File: src/verilog/sart_pkg.sv
// shared constants and types for the split auto-reload timer
package sart_pkg;
  localparam int         ADDR_W       = 8;
  localparam logic [7:0] OFF_CTRL     = 8'h00;
  localparam logic [7:0] OFF_CNT_LO   = 8'h04;
  localparam logic [7:0] OFF_CNT_HI   = 8'h08;
  localparam logic [7:0] OFF_RL_LO    = 8'h0c;
  localparam logic [7:0] OFF_RL_HI    = 8'h10;
  localparam logic [7:0] OFF_CLKSEL   = 8'h14;
  localparam logic [7:0] OFF_IEN      = 8'h18;
  localparam logic [7:0] OFF_IRQ_ST   = 8'h1c;
  localparam logic [7:0] OFF_IRQ_MASK = 8'h20;

  localparam logic [7:0] BYTE_ZERO    = 8'h00;
  localparam logic [7:0] BYTE_MAX     = 8'hff;
  localparam logic [1:0] PAIR_ZERO    = 2'h0;
  localparam int         SYS_DIV      = 12;
  localparam int         EXT_DIV      = 8;

  localparam logic [1:0] RESP_OKAY    = 2'h0;
  localparam logic [1:0] RESP_SLVERR  = 2'h2;
  localparam logic [23:0] PAD_ZERO    = 24'h000000;

  typedef struct packed {
    logic high_overflow_flag;
    logic low_overflow_flag;
    logic low_interrupt_enable;
    logic slow_osc_capture_enable;
    logic split_mode_select;
    logic run_control;
    logic unused;
    logic external_clock_select;
  } sart_ctrl_type;

  localparam sart_ctrl_type CTRL_RESET = 8'h00;

  typedef struct packed {
    logic sys;
    logic sys_div12;
    logic ext_div8;
  } sart_tick_type;

  // bit 1 high byte, bit 0 low byte
  typedef struct packed {
    logic high;
    logic low;
  } sart_pair_type;
endpackage : sart_pkg

File: src/verilog/sart_byte_cnt.sv
// one 8-bit count byte with software load and reload
`timescale 1ns/1ps
module sart_byte_cnt (
  input  wire logic       clk_sys_in,     // system clock
  input  wire logic       resetn_in,      // async reset, low
  input  wire logic       wr_en_in,       // software write strobe
  input  wire logic [7:0] wr_data_in,     // software write data
  input  wire logic       reload_in,      // load reload value
  input  wire logic [7:0] reload_val_in,  // reload value
  input  wire logic       inc_in,         // count one step
  output logic      [7:0] count_out       // current count
);
  // software wins so a write is never lost under a running timer
  always_ff @(posedge clk_sys_in or negedge resetn_in) begin
    if (!resetn_in) begin
      count_out <= sart_pkg::BYTE_ZERO;
    end else if (wr_en_in) begin
      count_out <= wr_data_in;
    end else if (reload_in) begin
      count_out <= reload_val_in;
    end else if (inc_in) begin
      count_out <= count_out + 8'h01;
    end
  end
endmodule : sart_byte_cnt

File: src/verilog/sart_tick_gen.sv
// clock enables: system clock, system clock / 12, external osc / 8
`timescale 1ns/1ps
module sart_tick_gen #(
  parameter int SYS_DIV_P = sart_pkg::SYS_DIV,
  parameter int EXT_DIV_P = sart_pkg::EXT_DIV
) (
  input  wire logic                   clk_sys_in,   // system clock
  input  wire logic                   resetn_in,    // async reset, low
  input  wire logic                   ext_osc_in,   // external oscillator pin
  output sart_pkg::sart_tick_type     ticks_out     // one-cycle enables
);
  localparam int SW = $clog2(SYS_DIV_P);
  localparam int EW = $clog2(EXT_DIV_P);
  localparam logic [SW-1:0] SYS_LAST = SW'(SYS_DIV_P - 1);
  localparam logic [EW-1:0] EXT_LAST = EW'(EXT_DIV_P - 1);

  logic [SW-1:0] sys_cnt;
  logic [EW-1:0] ext_cnt;
  logic          sync1;
  logic          sync2;
  logic          sync3;
  logic          osc_level;
  logic          osc_rise;
  logic          div12_tick;
  logic          ext_tick;

  always_ff @(posedge clk_sys_in or negedge resetn_in) begin
    if (!resetn_in) begin
      sys_cnt    <= '0;
      div12_tick <= 1'b0;
    end else begin
      div12_tick <= (sys_cnt == SYS_LAST);
      sys_cnt    <= (sys_cnt == SYS_LAST) ? '0 : sys_cnt + 1'b1;
    end
  end

  // three stages; a change counts only once stages two and three agree
  always_ff @(posedge clk_sys_in or negedge resetn_in) begin
    if (!resetn_in) begin
      sync1 <= 1'b0;
      sync2 <= 1'b0;
      sync3 <= 1'b0;
    end else begin
      sync1 <= ext_osc_in;
      sync2 <= sync1;
      sync3 <= sync2;
    end
  end

  assign osc_rise = (sync2 == sync3) && sync3 && !osc_level;

  always_ff @(posedge clk_sys_in or negedge resetn_in) begin
    if (!resetn_in) begin
      osc_level <= 1'b0;
      ext_cnt   <= '0;
      ext_tick  <= 1'b0;
    end else begin
      if (sync2 == sync3) begin
        osc_level <= sync3;
      end
      ext_tick <= osc_rise && (ext_cnt == EXT_LAST);
      if (osc_rise) begin
        ext_cnt <= (ext_cnt == EXT_LAST) ? '0 : ext_cnt + 1'b1;
      end
    end
  end

  // one driver for the whole struct: sys, sys_div12, ext_div8
  assign ticks_out = {1'b1, div12_tick, ext_tick};
endmodule : sart_tick_gen

File: src/verilog/sart_timer.sv
// split auto-reload timer with AXI4-Lite register slave
//
// Register access over AXI4-Lite and the register offsets were decided locally.
`timescale 1ns/1ps
module sart_timer (
  input  wire logic        clk_sys_in,        // system clock, 100 MHz
  input  wire logic        resetn_in,         // async reset, low
  input  wire logic        ext_osc_in,        // external oscillator pin
  input  wire logic [7:0]  s_axi_awaddr_in,   // write address
  input  wire logic        s_axi_awvalid_in,  // write address valid
  output logic             s_axi_awready_out, // write address ready
  input  wire logic [31:0] s_axi_wdata_in,    // write data
  input  wire logic [3:0]  s_axi_wstrb_in,    // write byte enables
  input  wire logic        s_axi_wvalid_in,   // write data valid
  output logic             s_axi_wready_out,  // write data ready
  output logic [1:0]       s_axi_bresp_out,   // write response
  output logic             s_axi_bvalid_out,  // write response valid
  input  wire logic        s_axi_bready_in,   // write response ready
  input  wire logic [7:0]  s_axi_araddr_in,   // read address
  input  wire logic        s_axi_arvalid_in,  // read address valid
  output logic             s_axi_arready_out, // read address ready
  output logic [31:0]      s_axi_rdata_out,   // read data
  output logic [1:0]       s_axi_rresp_out,   // read response
  output logic             s_axi_rvalid_out,  // read data valid
  input  wire logic        s_axi_rready_in,   // read data ready
  output logic             irq_out            // level interrupt
);
  sart_pkg::sart_ctrl_type ctrl;
  sart_pkg::sart_tick_type ticks;
  sart_pkg::sart_pair_type clk_sel;
  sart_pkg::sart_pair_type irq_st;
  sart_pkg::sart_pair_type irq_mask;
  sart_pkg::sart_pair_type irq_set;
  sart_pkg::sart_pair_type w1c;
  logic                    timer_ien;
  logic [7:0]              cnt_lo;
  logic [7:0]              cnt_hi;
  logic [7:0]              rl_lo;
  logic [7:0]              rl_hi;

  logic [7:0]              aw_addr;
  logic                    aw_held;
  logic [7:0]              w_data;
  logic                    w_strb0;
  logic                    w_held;
  logic                    do_write;
  logic                    wr_hit;
  logic                    wr_ctrl;
  logic                    wr_cnt_lo;
  logic                    wr_cnt_hi;
  logic                    wr_rl_lo;
  logic                    wr_rl_hi;
  logic                    wr_clksel;
  logic                    wr_ien;
  logic                    wr_st;
  logic                    wr_mask;
  logic                    aw_mapped;
  logic                    ar_mapped;
  logic [7:0]              rd_byte;

  logic                    lo_tick;
  logic                    hi_tick;
  logic                    lo_inc;
  logic                    hi_inc;
  logic                    lo_wrap;
  logic                    hi_wrap;
  logic                    full_wrap;
  logic                    lo_reload;
  logic                    hi_reload;

  function automatic logic pick_tick(input logic fast_sel,
                                     input logic ext_sel,
                                     input sart_pkg::sart_tick_type t);
    if (fast_sel) begin
      pick_tick = t.sys;
    end else begin
      pick_tick = ext_sel ? t.ext_div8 : t.sys_div12;
    end
  endfunction : pick_tick

  function automatic logic is_mapped(input logic [7:0] a);
    is_mapped = (a == sart_pkg::OFF_CTRL)   || (a == sart_pkg::OFF_CNT_LO) ||
                (a == sart_pkg::OFF_CNT_HI) || (a == sart_pkg::OFF_RL_LO)  ||
                (a == sart_pkg::OFF_RL_HI)  || (a == sart_pkg::OFF_CLKSEL) ||
                (a == sart_pkg::OFF_IEN)    || (a == sart_pkg::OFF_IRQ_ST) ||
                (a == sart_pkg::OFF_IRQ_MASK);
  endfunction : is_mapped

  sart_tick_gen u_ticks (
    .clk_sys_in (clk_sys_in),
    .resetn_in  (resetn_in),
    .ext_osc_in (ext_osc_in),
    .ticks_out  (ticks)
  );

  // count control; 16-bit mode runs from the low byte clock select
  assign lo_tick = pick_tick(clk_sel.low, ctrl.external_clock_select,
                             ticks);
  assign hi_tick = pick_tick(clk_sel.high, ctrl.external_clock_select,
                             ticks);

  always_comb begin
    if (ctrl.split_mode_select) begin
      lo_inc    = lo_tick;
      lo_wrap   = lo_inc && (cnt_lo == sart_pkg::BYTE_MAX);
      hi_inc    = hi_tick && ctrl.run_control;
      hi_wrap   = hi_inc && (cnt_hi == sart_pkg::BYTE_MAX);
      full_wrap = 1'b0;
      lo_reload = lo_wrap;
      hi_reload = hi_wrap;
    end else begin
      lo_inc    = lo_tick && ctrl.run_control;
      lo_wrap   = lo_inc && (cnt_lo == sart_pkg::BYTE_MAX);
      hi_inc    = lo_wrap;
      hi_wrap   = hi_inc && (cnt_hi == sart_pkg::BYTE_MAX);
      full_wrap = hi_wrap;
      lo_reload = full_wrap;
      hi_reload = full_wrap;
    end
  end

  sart_byte_cnt u_lo (
    .clk_sys_in    (clk_sys_in),
    .resetn_in     (resetn_in),
    .wr_en_in      (wr_cnt_lo),
    .wr_data_in    (w_data),
    .reload_in     (lo_reload),
    .reload_val_in (rl_lo),
    .inc_in        (lo_inc),
    .count_out     (cnt_lo)
  );

  sart_byte_cnt u_hi (
    .clk_sys_in    (clk_sys_in),
    .resetn_in     (resetn_in),
    .wr_en_in      (wr_cnt_hi),
    .wr_data_in    (w_data),
    .reload_in     (hi_reload),
    .reload_val_in (rl_hi),
    .inc_in        (hi_inc),
    .count_out     (cnt_hi)
  );

  // write channel: address and data may arrive in either order
  assign s_axi_awready_out = !aw_held && !s_axi_bvalid_out;
  assign s_axi_wready_out  = !w_held && !s_axi_bvalid_out;
  assign do_write  = aw_held && w_held && !s_axi_bvalid_out;
  assign aw_mapped = is_mapped(aw_addr);
  assign wr_hit    = do_write && w_strb0 && aw_mapped;
  assign wr_ctrl   = wr_hit && (aw_addr == sart_pkg::OFF_CTRL);
  assign wr_cnt_lo = wr_hit && (aw_addr == sart_pkg::OFF_CNT_LO);
  assign wr_cnt_hi = wr_hit && (aw_addr == sart_pkg::OFF_CNT_HI);
  assign wr_rl_lo  = wr_hit && (aw_addr == sart_pkg::OFF_RL_LO);
  assign wr_rl_hi  = wr_hit && (aw_addr == sart_pkg::OFF_RL_HI);
  assign wr_clksel = wr_hit && (aw_addr == sart_pkg::OFF_CLKSEL);
  assign wr_ien    = wr_hit && (aw_addr == sart_pkg::OFF_IEN);
  assign wr_st     = wr_hit && (aw_addr == sart_pkg::OFF_IRQ_ST);
  assign wr_mask   = wr_hit && (aw_addr == sart_pkg::OFF_IRQ_MASK);

  always_ff @(posedge clk_sys_in or negedge resetn_in) begin
    if (!resetn_in) begin
      aw_held          <= 1'b0;
      aw_addr          <= sart_pkg::BYTE_ZERO;
      w_held           <= 1'b0;
      w_data           <= sart_pkg::BYTE_ZERO;
      w_strb0          <= 1'b0;
      s_axi_bvalid_out <= 1'b0;
      s_axi_bresp_out  <= sart_pkg::RESP_OKAY;
    end else begin
      if (s_axi_awvalid_in && s_axi_awready_out) begin
        aw_held <= 1'b1;
        aw_addr <= s_axi_awaddr_in;
      end
      if (s_axi_wvalid_in && s_axi_wready_out) begin
        w_held  <= 1'b1;
        w_data  <= s_axi_wdata_in[7:0];
        w_strb0 <= s_axi_wstrb_in[0];
      end
      if (do_write) begin
        aw_held          <= 1'b0;
        w_held           <= 1'b0;
        s_axi_bvalid_out <= 1'b1;
        s_axi_bresp_out  <= aw_mapped ? sart_pkg::RESP_OKAY
                                      : sart_pkg::RESP_SLVERR;
      end else if (s_axi_bready_in) begin
        s_axi_bvalid_out <= 1'b0;
      end
    end
  end

  // read channel: one read outstanding, data straight from registers
  assign s_axi_arready_out = !s_axi_rvalid_out;
  assign ar_mapped = is_mapped(s_axi_araddr_in);

  always_comb begin
    case (s_axi_araddr_in)
      sart_pkg::OFF_CTRL:     rd_byte = {ctrl[7:2], 1'b0, ctrl[0]};
      sart_pkg::OFF_CNT_LO:   rd_byte = cnt_lo;
      sart_pkg::OFF_CNT_HI:   rd_byte = cnt_hi;
      sart_pkg::OFF_RL_LO:    rd_byte = rl_lo;
      sart_pkg::OFF_RL_HI:    rd_byte = rl_hi;
      sart_pkg::OFF_CLKSEL:   rd_byte = {6'h00, clk_sel};
      sart_pkg::OFF_IEN:      rd_byte = {7'h00, timer_ien};
      sart_pkg::OFF_IRQ_ST:   rd_byte = {6'h00, irq_st};
      sart_pkg::OFF_IRQ_MASK: rd_byte = {6'h00, irq_mask};
      default:                rd_byte = sart_pkg::BYTE_ZERO;
    endcase
  end

  always_ff @(posedge clk_sys_in or negedge resetn_in) begin
    if (!resetn_in) begin
      s_axi_rvalid_out <= 1'b0;
      s_axi_rdata_out  <= {sart_pkg::PAD_ZERO, sart_pkg::BYTE_ZERO};
      s_axi_rresp_out  <= sart_pkg::RESP_OKAY;
    end else if (s_axi_arvalid_in && s_axi_arready_out) begin
      s_axi_rvalid_out <= 1'b1;
      s_axi_rdata_out  <= {sart_pkg::PAD_ZERO, rd_byte};
      s_axi_rresp_out  <= ar_mapped ? sart_pkg::RESP_OKAY
                                    : sart_pkg::RESP_SLVERR;
    end else if (s_axi_rready_in) begin
      s_axi_rvalid_out <= 1'b0;
    end
  end

  // configuration registers
  always_ff @(posedge clk_sys_in or negedge resetn_in) begin
    if (!resetn_in) begin
      rl_lo     <= sart_pkg::BYTE_ZERO;
      rl_hi     <= sart_pkg::BYTE_ZERO;
      clk_sel   <= sart_pkg::PAIR_ZERO;
      timer_ien <= 1'b0;
      irq_mask  <= sart_pkg::PAIR_ZERO;
    end else begin
      if (wr_rl_lo) begin
        rl_lo <= w_data;
      end
      if (wr_rl_hi) begin
        rl_hi <= w_data;
      end
      if (wr_clksel) begin
        clk_sel <= w_data[1:0];
      end
      if (wr_ien) begin
        timer_ien <= w_data[0];
      end
      if (wr_mask) begin
        irq_mask <= w_data[1:0];
      end
    end
  end

  // flags: a hardware set in the clearing cycle wins over software
  always_ff @(posedge clk_sys_in or negedge resetn_in) begin
    if (!resetn_in) begin
      ctrl <= sart_pkg::CTRL_RESET;
    end else begin
      if (wr_ctrl) begin
        ctrl <= {w_data[7:2], 1'b0, w_data[0]};
      end
      if (hi_wrap) begin
        ctrl.high_overflow_flag <= 1'b1;
      end
      if (lo_wrap) begin
        ctrl.low_overflow_flag <= 1'b1;
      end
    end
  end

  // sticky interrupt status, write one to clear
  assign irq_set = {hi_wrap, lo_wrap};
  assign w1c = wr_st ? w_data[1:0] : sart_pkg::PAIR_ZERO;

  always_ff @(posedge clk_sys_in or negedge resetn_in) begin
    if (!resetn_in) begin
      irq_st <= sart_pkg::PAIR_ZERO;
    end else begin
      irq_st <= irq_set | (irq_st & ~w1c);
    end
  end

  // low wraps reach the line only with the low interrupt enable set
  assign irq_out = timer_ien &&
                   ((irq_st.high && irq_mask.high) ||
                    (irq_st.low && irq_mask.low &&
                     ctrl.low_interrupt_enable));
endmodule : sart_timer
File: config.mk
export PLATFORM = sky130hd
export DESIGN_NAME = sart_timer
export DESIGN_NICKNAME = d
export VERILOG_FILES = /design/src/verilog/sart_pkg.sv /design/src/verilog/sart_byte_cnt.sv /design/src/verilog/sart_tick_gen.sv /design/src/verilog/sart_timer.sv
export SDC_FILE = /design/constraint.sdc
export NUM_CORES = 1
export LEC_CHECK = 0
export BUFFER_PORTS_ARGS = -buffer_cell sky130_fd_sc_hd__clkbuf_2
export CORE_MARGIN = 8
export CORE_UTILIZATION = 40
export DETAILED_ROUTE_END_ITERATION = 16
export HOLD_SLACK_MARGIN = 0.08
export PLACE_DENSITY = 0.63
export RECOVER_POWER = 100
export SYNTH_ARGS = -nofsm -noshare
export SYNTH_HDL_FRONTEND = slang
export SYNTH_SLANG_ARGS = --single-unit
File: constraint.sdc
create_clock -name clk_sys_in -period 6.07 [get_ports clk_sys_in]
set_clock_uncertainty 0.05 [all_clocks]
set_input_delay 1.214 -clock clk_sys_in [delete_from_list [all_inputs] [get_ports clk_sys_in]]
set_output_delay 1.214 -clock clk_sys_in [all_outputs]
set_load 0.005 [all_outputs]
==> reports/qor.csv <==
stage;metric;value;unit
cells_and_area;share of cells above drive strength 1;21.6;%
clocking;Worst-path clk slew;60;ps
placement;gpl congestion;0.890;
clocking;PostCTS Resize Cnt;0;
placement;port bufs;48;
global_routing;pin count of the biggest net entering global routing;49;
critical_path;kind of critical path;input port to asynchronous set/reset pin;
floorplan;CORE AREA;11800;um^2
yosys;area leader, netlist;dfrtp_1;
timing;Hold Slack;298;ps
power;cell area power density;325;nW/um^2
power;Max VDD drop;0.178;mV
global_routing;total gr overflow;0;
timing;Final Max Slew Viols;44;
yosys;synth top area cells;dfrtp_1 47%, mux2_2 12%, buf_4 4.2%;
global_routing;wire length of the first global-routing pass;19000;um
global_routing;GRT Overall Usage;15.1;%
timing;unrepaired setup endpoints after global routing;no;
cells_and_area;fin nets;560;
drt;Avg Vias per Cell;5.54;
yosys;Synth Instances;452;
floorplan;num rows;40;
clocking;CTS sink count;90;
power;internal power;1190;uW
clocking;H-tree depth;3;
timing;setup violators final;0;
yosys;Mean Syn Cell Area;10.6;um^2
drt;post-route ant nets;0;
placement;worst slack, placed;2960;ps
critical_path;critical-path cell list;clkbuf_1 -> clkbuf_2;
timing;final hold vios;0;
drt;Via Count;3581;
timing;fin crit share;63.2;%
timing;setup tns final;0;ps
timing;Final min period;3840;ps
clocking;hold_buf cts;0;
drt;first-pass detailed-route iteration total;5;
critical_path;R2R setup slack;3100;ps
yosys;post-synth top area share;47.1;%
power;Logic pwr share;16.1;%
critical_path;crit-path max FO;48;
critical_path;Worst path max stage delay;1640;ps
clocking;Worst-Skew Late Latency;340;ps
yosys;sequential area share after synthesis;47.1;%
yosys;YS warnings;0;
clocking;Max clock buf depth;2;
global_routing;initial antenna violation count;0;
yosys;post-synthesis register bit count;90;
placement;HPWL Detailed;8590;um
yosys;FFs w/ async S/R, synth;100;%
floorplan;Die Span X;125;um
floorplan;Die Span Y;125;um
critical_path;Setup crit end kind;asynchronous set/reset pin;
clocking;total CTS buffers;9;
drt;drt drc;0;
floorplan;I/O pins;102;
critical_path;Critical Path Source Type;input port;
yosys;Netlist cell types;63;
power;leakage power;0.00233;uW
timing;slew at the pin closest to its max-slew limit;2360;ps
timing;setup ws final;2230;ps
critical_path;Worst EP arrival;4060;ps
power;Clock Power Share;33.4;%
drt;drt total wl;11600;um
outcome;failing checks;max-capacitance violations, max-slew violations;
critical_path;required time worst endpoint;6290;ps
critical_path;delay-heaviest family, CP;buffers and inverters;
critical_path;CP Buf/Inv Count;2;
outcome;status;finished with violations;
cells_and_area;Area Growth Syn to Fin;10.3;%
critical_path;critical path's slowest cell;clkbuf_1;
run;Max-cap violations;1;
yosys;EDFF count, synth;0;
drt;routed len/inst;18.0;um
placement;dpl cells;630;
clocking;Setup Buffers After CTS;0;
hold_path;Min-Delay Path Class;flop to flop;
yosys;Syn Std Cell Area;4780;um^2
timing;relative slew slack;-57.4;%
clocking;clock root cell;clkbuf_16;
cells_and_area;ant diodes;0;
floorplan;DIE AREA;15700;um^2
yosys;Commonest cells post-synth;90 x dfrtp_1, 52 x mux2_2, 46 x nand2_1;
power;register share of total power;50.5;%
global_routing;vias in the first global route;3571;
yosys;Synth Flop Type;dfrtp_1;
yosys;cell with the most instances after synthesis;dfrtp_1;
cells_and_area;Post-Layout Cell Count;646;
floorplan;Initial Utilization;40.4;%
timing;fmax;261;MHz
power;switching power;518;uW
power;switching portion of total power;30.3;%
drt;initial DRC count;223;
clocking;CTS tree;built;
==> through the flow <==
stage	area, um^2	total power, uW	util (%)
after floorplan	4870	1060	-
after global placement	5030	1150	42.6
after detailed placement	5030	1170	42.6
after CTS	5340	1750	45.2
after global routing	5270	1810	44.6
final	5270	1710	44.6
==> power by group through the flow <==
stage / logic (uW) / clock network (uW) / registers, uW
finish: 276 / 571 / 864
detailed placement: 291 / 0 / 880
floorplan: 245 / 0 / 814
global route: 313 / 612 / 884
global placement: 278 / 0 / 874
CTS: 294 / 586 / 871
==> layer usage <==
layer	part of all wire, %	track usage [%]
met5	0	0
met3	6.4	3.57
met1	46	19.7
met4	1.4	6.09
met2	46	23.6
==> final timing paths <==
kind / to / from / cells after the start
worst max-delay path: irq_st[1] / resetn_in / 2
max in group clk_sys_in: u_hi.count_out[4] / u_lo.count_out[0] / 6
worst max register to register: u_hi.count_out[4] / u_lo.count_out[0] / 6
worst min register to register: u_ticks.sync2 / u_ticks.sync1 / 0
worst min-delay path: u_ticks.sync2 / u_ticks.sync1 / 0
min in group asynchronous: aw_addr[6] / resetn_in / 1
==> cells by family (layout without fill, tap and decap cells) <==
logic type,count (synthesis),count (layout),share of synthesized area (%)
compound gates,101,101,13.9
xor+xnor,2,2,0.367
fa+ha+maj,6,6,1.57
buf+inv,49,71,6.15
flops,90,90,47.1
mux,63,63,14.6
other cells,1,26,0.0785
simple gates,140,140,16.2
==> layout make-up <==
class | count | area (um^2)
clock buffer | 12 | 256
clock inverter | 4 | 50.0
fill | 1144 | 6540
inverter | 6 | 22.5
multi-input combinational | 338 | 2280
sequential | 90 | 2250
tap | 147 | 184
timing repair buffer | 49 | 226
==> registers in the layout, indices dropped and copies added (netlist names), 2 cells and up <==
register / cells
rl_hi: 8
u_ticks.ext_cnt: 3
irq_mask: 2
u_ticks.sys_cnt: 4
u_hi.count_out: 8
u_lo.count_out: 8
aw_addr: 8
w_data: 8
irq_st: 2
rl_lo: 8
ctrl: 7
clk_sel: 2
s_axi_rdata_out: 8
==> cell usage in the layout (no fill, tap or decap), types with 5 or more instances in the layout <==
cell | synthesis | routed
nor2b_1 | 7 | 7
o31ai_1 | 12 | 12
nor2_1 | 20 | 20
a22oi_1 | 7 | 7
dfrtp_1 | 90 | 90
a21oi_1 | 20 | 20
o22ai_1 | 9 | 9
inv_1 | 6 | 6
clkbuf_1 | 13 | 16
ha_1 | 6 | 6
clkbuf_2 | 0 | 34
clkbuf_16 | 0 | 9
o21ai_0 | 25 | 25
mux2i_1 | 11 | 11
nand2_1 | 46 | 46
conb_1 | 1 | 26
mux2_2 | 52 | 52
and4_1 | 5 | 5
nand3_1 | 19 | 19
or3_1 | 5 | 6
and3_1 | 7 | 7
Power figures use the tool's default switching activity.
